**src/core/dsrs_pkg.sv**
```systemverilog
// constants, register map and state encoding of the slot reset sequencer
package dsrs_pkg;
  // ----------------------------------------------------------------
  // timing
  // ----------------------------------------------------------------
  localparam int CLK_PERIOD_NS = 40;
  localparam int MIN_RST_NS = 200000;
  // least time, so round up
  localparam int MIN_RST_CYC = (MIN_RST_NS + CLK_PERIOD_NS - 1) /
                               CLK_PERIOD_NS;
  localparam int PRESC_NS = 1000;
  localparam int PRESC_CYC = (PRESC_NS + CLK_PERIOD_NS - 1) / CLK_PERIOD_NS;
  localparam int CNT_W = 16;

  // ----------------------------------------------------------------
  // register byte offsets
  // ----------------------------------------------------------------
  localparam logic [7:0] OFS_HPCFG = 8'h00;
  localparam logic [7:0] OFS_SCTL = 8'h04;
  localparam logic [7:0] OFS_PFUNC = 8'h08;
  localparam logic [7:0] OFS_STAT = 8'h0c;
  localparam logic [7:0] OFS_IRQ = 8'h10;
  localparam logic [7:0] OFS_MASK = 8'h14;

  // ----------------------------------------------------------------
  // fields and reset values
  // ----------------------------------------------------------------
  localparam int MODE_LSB = 0;
  localparam int P2R_LSB = 8;
  localparam int R2P_LSB = 16;
  localparam logic [1:0] MODE_RST = 2'h0;
  localparam logic [7:0] P2R_RST = 8'h0a;
  localparam logic [7:0] R2P_RST = 8'h0a;
  localparam logic SCTL_RST = 1'h1;
  localparam logic PFUNC_RST = 1'h0;
  localparam int CTL_BIT = 0;
  localparam int STAT_RST_BIT = 0;
  localparam int STAT_PWR_BIT = 1;
  localparam int STAT_PG_BIT = 2;
  localparam int STAT_ST_LSB = 4;
  localparam int IRQ_W = 3;
  localparam int IRQ_FAULT = 0;
  localparam int IRQ_UP = 1;
  localparam int IRQ_DOWN = 2;

  localparam logic [1:0] HTRANS_NONSEQ = 2'h2;

  typedef enum logic [1:0] {
    DSRS_MODE_PEN = 2'h0,
    DSRS_MODE_PG = 2'h1,
    DSRS_MODE_HOT = 2'h2
  } dsrs_mode_e;

  typedef enum logic [2:0] {
    DSRS_OFF = 3'h0,
    DSRS_PGWAIT = 3'h1,
    DSRS_P2R = 3'h2,
    DSRS_ON = 3'h3,
    DSRS_R2P = 3'h4,
    DSRS_HOT = 3'h5
  } dsrs_state_e;
endpackage : dsrs_pkg

```
**src/core/dsrs_sequencer.sv**
```systemverilog
// downstream slot reset and power sequencer with ahb-lite registers
`timescale 1ns/100ps
module dsrs_sequencer #(
  parameter int MIN_RST_CYC = dsrs_pkg::MIN_RST_CYC
) (
  input wire logic ref_clk,
  input wire logic srst,
  input wire logic hsel,
  input wire logic [7:0] haddr,
  input wire logic [1:0] htrans,
  input wire logic hwrite,
  input wire logic [2:0] hsize,
  input wire logic [31:0] hwdata,
  input wire logic hready,
  output logic [31:0] hrdata,
  output logic hreadyout,
  output logic hresp,
  input wire logic slot_power_good_in_n,
  input wire logic hot_reset_active,
  output logic slot_reset_out_n,
  output logic slot_reset_oe_n,
  output logic slot_power_enable_out,
  output logic irq
);
  // ----------------------------------------------------------------
  // state
  // ----------------------------------------------------------------
  typedef struct packed {
    logic wr_pend;
    logic [7:0] wr_addr;
    logic [31:0] rdata;
    logic [1:0] mode;
    logic [7:0] p2r;
    logic [7:0] r2p;
    logic slot_power_off_ctl;
    logic alt_sel;
    logic [dsrs_pkg::IRQ_W-1:0] irq_stat;
    logic [dsrs_pkg::IRQ_W-1:0] irq_mask;
    dsrs_pkg::dsrs_state_e st;
    logic rst_on;
    logic pwr_on;
    logic [dsrs_pkg::CNT_W-1:0] dly;
    logic [dsrs_pkg::CNT_W-1:0] mcnt;
  } dsrs_regs_s;

  dsrs_regs_s r;
  dsrs_regs_s next_r;

  logic addr_ok;
  logic pg_ok;
  logic min_ok;
  logic pg_mode;
  logic [31:0] rd_val;
  logic [dsrs_pkg::IRQ_W-1:0] ev;
  logic [dsrs_pkg::CNT_W-1:0] p2r_cyc;
  logic [dsrs_pkg::CNT_W-1:0] r2p_cyc;

  assign addr_ok = hsel && hready && htrans == dsrs_pkg::HTRANS_NONSEQ;
  // taken as synchronous; a raw pin needs a synchroniser first
  assign pg_ok = !slot_power_good_in_n;
  assign pg_mode = r.mode == dsrs_pkg::DSRS_MODE_PG;
  assign min_ok = int'(r.mcnt) >= MIN_RST_CYC - 1;
  // delays count prescaled ticks of core clock
  assign p2r_cyc = dsrs_pkg::CNT_W'(int'(r.p2r) * dsrs_pkg::PRESC_CYC);
  assign r2p_cyc = dsrs_pkg::CNT_W'(int'(r.r2p) * dsrs_pkg::PRESC_CYC);

  // ----------------------------------------------------------------
  // read mux
  // ----------------------------------------------------------------
  always_comb begin
    rd_val = 32'h0;
    case (haddr)
      dsrs_pkg::OFS_HPCFG: begin
        rd_val[dsrs_pkg::MODE_LSB +: 2] = r.mode;
        rd_val[dsrs_pkg::P2R_LSB +: 8] = r.p2r;
        rd_val[dsrs_pkg::R2P_LSB +: 8] = r.r2p;
      end
      dsrs_pkg::OFS_SCTL: rd_val[dsrs_pkg::CTL_BIT] = r.slot_power_off_ctl;
      dsrs_pkg::OFS_PFUNC: rd_val[dsrs_pkg::CTL_BIT] = r.alt_sel;
      dsrs_pkg::OFS_STAT: begin
        rd_val[dsrs_pkg::STAT_RST_BIT] = r.rst_on;
        rd_val[dsrs_pkg::STAT_PWR_BIT] = r.pwr_on;
        rd_val[dsrs_pkg::STAT_PG_BIT] = pg_ok;
        rd_val[dsrs_pkg::STAT_ST_LSB +: 3] = r.st;
      end
      dsrs_pkg::OFS_IRQ: rd_val[dsrs_pkg::IRQ_W-1:0] = r.irq_stat;
      dsrs_pkg::OFS_MASK: rd_val[dsrs_pkg::IRQ_W-1:0] = r.irq_mask;
      default: rd_val = 32'h0;
    endcase
  end

  // ----------------------------------------------------------------
  // next state
  // ----------------------------------------------------------------
  always_comb begin
    next_r = r;
    ev = '0;
    // --------------------------------------------------------------
    // bus: capture address phase, write in data phase
    // --------------------------------------------------------------
    next_r.wr_pend = addr_ok && hwrite;
    if (addr_ok) begin
      next_r.wr_addr = haddr;
    end
    if (addr_ok && !hwrite) begin
      next_r.rdata = rd_val;
    end
    if (r.wr_pend) begin
      case (r.wr_addr)
        dsrs_pkg::OFS_HPCFG: begin
          next_r.mode = hwdata[dsrs_pkg::MODE_LSB +: 2];
          next_r.p2r = hwdata[dsrs_pkg::P2R_LSB +: 8];
          next_r.r2p = hwdata[dsrs_pkg::R2P_LSB +: 8];
        end
        dsrs_pkg::OFS_SCTL: begin
          next_r.slot_power_off_ctl = hwdata[dsrs_pkg::CTL_BIT];
        end
        dsrs_pkg::OFS_PFUNC: begin
          next_r.alt_sel = hwdata[dsrs_pkg::CTL_BIT];
        end
        dsrs_pkg::OFS_IRQ: next_r.irq_stat = r.irq_stat &
                             ~hwdata[dsrs_pkg::IRQ_W-1:0];
        dsrs_pkg::OFS_MASK: next_r.irq_mask = hwdata[dsrs_pkg::IRQ_W-1:0];
        default: next_r.mode = r.mode;
      endcase
    end

    // --------------------------------------------------------------
    // counters
    // --------------------------------------------------------------
    // minimum pulse counter runs while reset is asserted
    // saturates, so a long reset never wraps into a short pulse
    if (!r.rst_on) begin
      next_r.mcnt = '0;
    end else if (!min_ok) begin
      next_r.mcnt = r.mcnt + 1'b1;
    end
    if (r.dly != '0) begin
      next_r.dly = r.dly - 1'b1;
    end

    // --------------------------------------------------------------
    // slot sequencing
    // --------------------------------------------------------------
    case (r.st)
      dsrs_pkg::DSRS_OFF: begin
        // power first; release waits for the delay, in pg mode for power good then the delay, in hot mode only for hot reset to end and the minimum width
        next_r.rst_on = 1'b1;
        next_r.pwr_on = 1'b0;
        if (!r.slot_power_off_ctl) begin
          next_r.pwr_on = 1'b1;
          next_r.dly = p2r_cyc;
          if (r.mode == dsrs_pkg::DSRS_MODE_HOT) begin
            next_r.st = dsrs_pkg::DSRS_HOT;
          end else if (pg_mode) begin
            next_r.st = dsrs_pkg::DSRS_PGWAIT;
          end else begin
            next_r.st = dsrs_pkg::DSRS_P2R;
          end
        end
      end
      dsrs_pkg::DSRS_PGWAIT: begin
        // no timeout: a slot never reporting good stays in reset
        if (r.slot_power_off_ctl) begin
          next_r.dly = r2p_cyc;
          next_r.st = dsrs_pkg::DSRS_R2P;
        end else if (pg_ok) begin
          next_r.dly = p2r_cyc;
          next_r.st = dsrs_pkg::DSRS_P2R;
        end
      end
      dsrs_pkg::DSRS_P2R: begin
        if (r.slot_power_off_ctl) begin
          next_r.dly = r2p_cyc;
          next_r.st = dsrs_pkg::DSRS_R2P;
        end else if (pg_mode && !pg_ok) begin
          next_r.st = dsrs_pkg::DSRS_PGWAIT;
        end else if (r.dly == '0 && min_ok) begin
          next_r.rst_on = 1'b0;
          ev[dsrs_pkg::IRQ_UP] = 1'b1;
          next_r.st = dsrs_pkg::DSRS_ON;
        end
      end
      dsrs_pkg::DSRS_ON: begin // negated while powered
        if (r.slot_power_off_ctl) begin
          next_r.rst_on = 1'b1;
          next_r.dly = r2p_cyc;
          next_r.st = dsrs_pkg::DSRS_R2P;
        end else if (pg_mode && !pg_ok) begin
          next_r.rst_on = 1'b1;
          ev[dsrs_pkg::IRQ_FAULT] = 1'b1;
          next_r.st = dsrs_pkg::DSRS_PGWAIT;
        end
      end
      dsrs_pkg::DSRS_R2P: begin
        // reset held through the whole ramp-down
        next_r.rst_on = 1'b1;
        if (r.dly == '0) begin
          next_r.pwr_on = 1'b0;
          ev[dsrs_pkg::IRQ_DOWN] = 1'b1;
          next_r.st = dsrs_pkg::DSRS_OFF;
        end
      end
      dsrs_pkg::DSRS_HOT: begin
        if (r.slot_power_off_ctl) begin
          next_r.rst_on = 1'b1;
          next_r.dly = r2p_cyc;
          next_r.st = dsrs_pkg::DSRS_R2P;
        end else if (hot_reset_active) begin
          next_r.rst_on = 1'b1;
        end else if (r.rst_on && min_ok) begin
          // hot reset over and minimum width served
          next_r.rst_on = 1'b0;
          ev[dsrs_pkg::IRQ_UP] = 1'b1;
        end
      end
      default: next_r.st = dsrs_pkg::DSRS_OFF;
    endcase

    // --------------------------------------------------------------
    // pin function override
    // --------------------------------------------------------------
    // general purpose use parks the sequencer, slot unpowered
    // power dropped the next cycle, so a card runs at most one cycle with reset floating
    if (!r.alt_sel) begin
      next_r.st = dsrs_pkg::DSRS_OFF;
      next_r.rst_on = 1'b1;
      next_r.pwr_on = 1'b0;
      ev = '0;
    end
    // a new event beats a same-cycle clear
    next_r.irq_stat = next_r.irq_stat | ev;
  end

  always_ff @(posedge ref_clk) begin
    if (srst) begin
      r <= '0;
      r.mode <= dsrs_pkg::MODE_RST;
      r.p2r <= dsrs_pkg::P2R_RST;
      r.r2p <= dsrs_pkg::R2P_RST;
      r.slot_power_off_ctl <= dsrs_pkg::SCTL_RST;
      r.alt_sel <= dsrs_pkg::PFUNC_RST;
      r.st <= dsrs_pkg::DSRS_OFF;
      r.rst_on <= 1'b1;
    end else begin
      r <= next_r;
    end
  end

  // ----------------------------------------------------------------
  // outputs
  // ----------------------------------------------------------------
  // taken at address phase, so a read right behind a write is stale
  assign hrdata = r.rdata;
  // zero wait states: every register answers in one cycle
  assign hreadyout = 1'b1;
  assign hresp = 1'b0;
  assign slot_reset_out_n = !r.rst_on;
  assign slot_reset_oe_n = !r.alt_sel;
  assign slot_power_enable_out = r.pwr_on;
  assign irq = |(r.irq_stat & r.irq_mask);
endmodule : dsrs_sequencer

```
**config.mk**
```make
export PLATFORM = sky130hd
export DESIGN_NAME = dsrs_sequencer
export DESIGN_NICKNAME = d
export VERILOG_FILES = /design/src/core/dsrs_pkg.sv /design/src/core/dsrs_sequencer.sv
export SDC_FILE = /design/constraint.sdc
export NUM_CORES = 1
export LEC_CHECK = 0
export ABC_AREA = 1
export ABC_CLOCK_PERIOD_IN_PS = 3620
export BUFFER_PORTS_ARGS = -buffer_cell sky130_fd_sc_hd__buf_2
export CAP_MARGIN = 5
export CORE_MARGIN = 2
export CORE_UTILIZATION = 59
export CTS_CLUSTER_SIZE = 40
export DETAILED_ROUTE_END_ITERATION = 16
export PLACE_DENSITY_LB_ADDON = 0.3
export SLEW_MARGIN = 10
export SYNTH_ARGS = -nofsm -noshare
export SYNTH_HDL_FRONTEND = slang
export SYNTH_SLANG_ARGS = --single-unit
```
**constraint.sdc**
```tcl
create_clock -name ref_clk -period 3.62 [get_ports ref_clk]
set_clock_uncertainty 0.15 [all_clocks]
set_input_delay 0.543 -clock ref_clk [delete_from_list [all_inputs] [get_ports ref_clk]]
set_output_delay 0.543 -clock ref_clk [all_outputs]
set_load 0.01 [all_outputs]
```
==> results.txt <==
Die area - 12200 um2
IO Port Bufs - 61
Synth Area per Inst - 6.92 um2
Setup TNS - 0 ps
Synth cell count leaders - 182 x nand2_1, 120 x nor2_1, 106 x inv_1, 94 x dfxtp_1, 76 x a21oi_1
Hpwl dp - 11300 um
FMAX - 330 MHz
Worst-margin pin slew - 839 ps
Power density cells - 444 nW/um2
CP most frequent cell - ha_1
Core Area - 10900 um2
Cell taking the most area after synthesis - dfxtp_1
Clk sinks - 94
Rel. slew slack - 0.440
CTS tree - done
Area Growth Syn to Fin - 7.36%
N_diodes - 0
Critical-path cell list - ha_1 > ha_1 > inv_1 > fa_1 > inv_1 > ha_1 > a21oi_1 > or2_2 > nand3_1 > nand2_1 > nand3_1 > nand2_1 > nor2_1 > nor2_1
Share of layout cells above drive strength 1 - 0.130
Die width - 111 um
Type of origin of the critical path - register
Via count - 6123
Sequential-to-total area share from yosys stat - 0.281
Vias/cell - 5.39
Worst min path class - in2reg
Compound-cell area share of the yosys netlist - 0.144
Congestion Overflow GR - 0
RSZ-0062 raised after global routing - no
# IOs - 90
GPL Wtd Cong - 0.925
Number of synthesized flops with an enable pin - 0
Final hold vios - 0
Fraction of registers with async set/reset - 0
Gr usage total - 0.247
Total Nets Final - 1114
Largest family of logic cells by synthesized area - simple AND/OR/NAND/NOR gates
Setup bufs post-CTS - 0
Slowest CP cell - fa_1
CP Data Required Time - 3700 ps
Cell Rows - 38
First-pass GRT wire length - 25400 um
Drt drc - 0
Root buffer cell - clkbuf_16
Final period demand of the worst path - 3030 ps
Clk buf depth - 2
Iteration-0 DRC Markers - 385
Worst-path clk slew - 70 ps
Post-DR wirelength/cell - 13.1 um
Synth Register Bits - 94
Top-count cell post-synth - nand2_1
Hold Buf Count CTS - 0
Die Height - 111 um
Pin count of the biggest net entering global routing - 45
Post-CTS sizing - 0
Drt pass-1 iters - 7
H-tree levels - 3
Mapped cell area - 6700 um2
Clk Latency, worst-skew pair - 350 ps
CP endpoint kind - register
Max Cap Viol - 0
Worst-path fanout max - 6
Post-synthesis mux area share - 0
Synth Area in Adders - 0.136
Fin. max-slew vios - 0
CTS Buf Count - 9
Critical path class - reg2reg
Antenna Nets Post-Route - 0
Yosys Warn Count - 0
Count of final setup violators - 0
Synth Instances - 967
Post-synth cell types - 48
Starting density of the core - 0.612
Pleak - 3.54 nW
Crit path DAT - 3110 ps
Post-synthesis simple-gate area fraction - 0.293
Commonest register cell after synthesis - dfxtp_1
Fin util - 0.657
VDD IR max - 0.272 mV
Status - finished clean
Slowest cell delay on critical path - 490 ps
Synth area leaders - dfxtp_1 28%, ha_1 12%, nand2_1 10%, nor2_1 6.7%, inv_1 5.9%
Period utilization - 0.836
Vias in the first global route - 5608
Final wirelength - 14900 um
Initial antenna violation count - 0
Yosys top cell area share - 0.281
XOR/XNOR Fraction of Synth Area - 0.0183
-- flip-flops by register name, summed over array words and instances (netlist names) --
name	count
slot_power_enable_out	1
hrdata	22
r	71
-- where the power goes --
group	leakage [nW]	total [mW]	switching (mW)	internal [mW]
clock network	0.165	1.11	0.420	0.693
registers	0.762	1.19	0.0796	1.11
logic	2.61	0.890	0.557	0.333
total	3.54	3.19	1.06	2.13
-- critical path: cells and delay by family (launching register included) --
kind	cells	cell delay [ps]
AOI/OAI and AO/OA	1	120
adders and majority gates	4	1430
buffers and inverters	2	90
DFF	1	460
and+or+nand+nor	7	660
-- cells in the final DEF, fill, tap and decap left out, types with 13 or more instances in the layout --
cell,n
ha_1,63
nor2_1,120
nand2_1,182
inv_1,106
nand3_1,66
a21oi_1,76
buf_2,61
inv_2,13
dfxtp_1,94
o21ai_0,66
-- stage by stage --
stage                     hold WS (ps)  std cells  cell area (um2)  power [mW]  setup WS, ps
after global routing               255       1137             7190        3.40           399
after CTS                          231       1137             7190        3.19           605
after global placement             277       1122             6840        2.07           652
after detailed placement           280       1122             6840        2.08           638
after floorplan                    265        977             6730        1.93           850
final                              243       1137             7190        3.19           594
-- cell type report --
type	instances	area (um2)
Multi-Input combinational cell	704	4010
Fill cell	999	3750
Sequential cell	94	1880
Inverter	120	453
Timing Repair Buffer	64	328
Clock buffer	10	239
Tap cell	140	175
Clock inverter	5	106
-- path summary, 6_finish.rpt --
check             startpoint  endpoint  slack [ps]  cells past startpoint
hold / removal    hwdata[19]     r[48]         240                      3
hold reg to reg        r[15]     r[15]         290                      2
setup reg to reg       r[56]     r[26]         590                     14
setup / recovery       r[56]     r[26]         590                     14
-- layer usage --
layer	wire length, um	GRT usage	up-vias
li1	-	-	3166
met1	7090	0.341	2748
met2	6700	0.392	181
met3	872	0.0434	28
met4	289	0.0833	0
met5	0	0	-
-- logic make-up after synthesis --
| kind of cell | after synthesis |
|---|---|
| and+or+nand+nor | 433 |
| buffers and inverters | 179 |
| AOI/OAI and AO/OA | 176 |
| DFF | 94 |
| adders and majority gates | 69 |
| xor gates and xnor gates | 14 |
| other | 2 |
No activity file was read; power rests on OpenSTA's default activity.
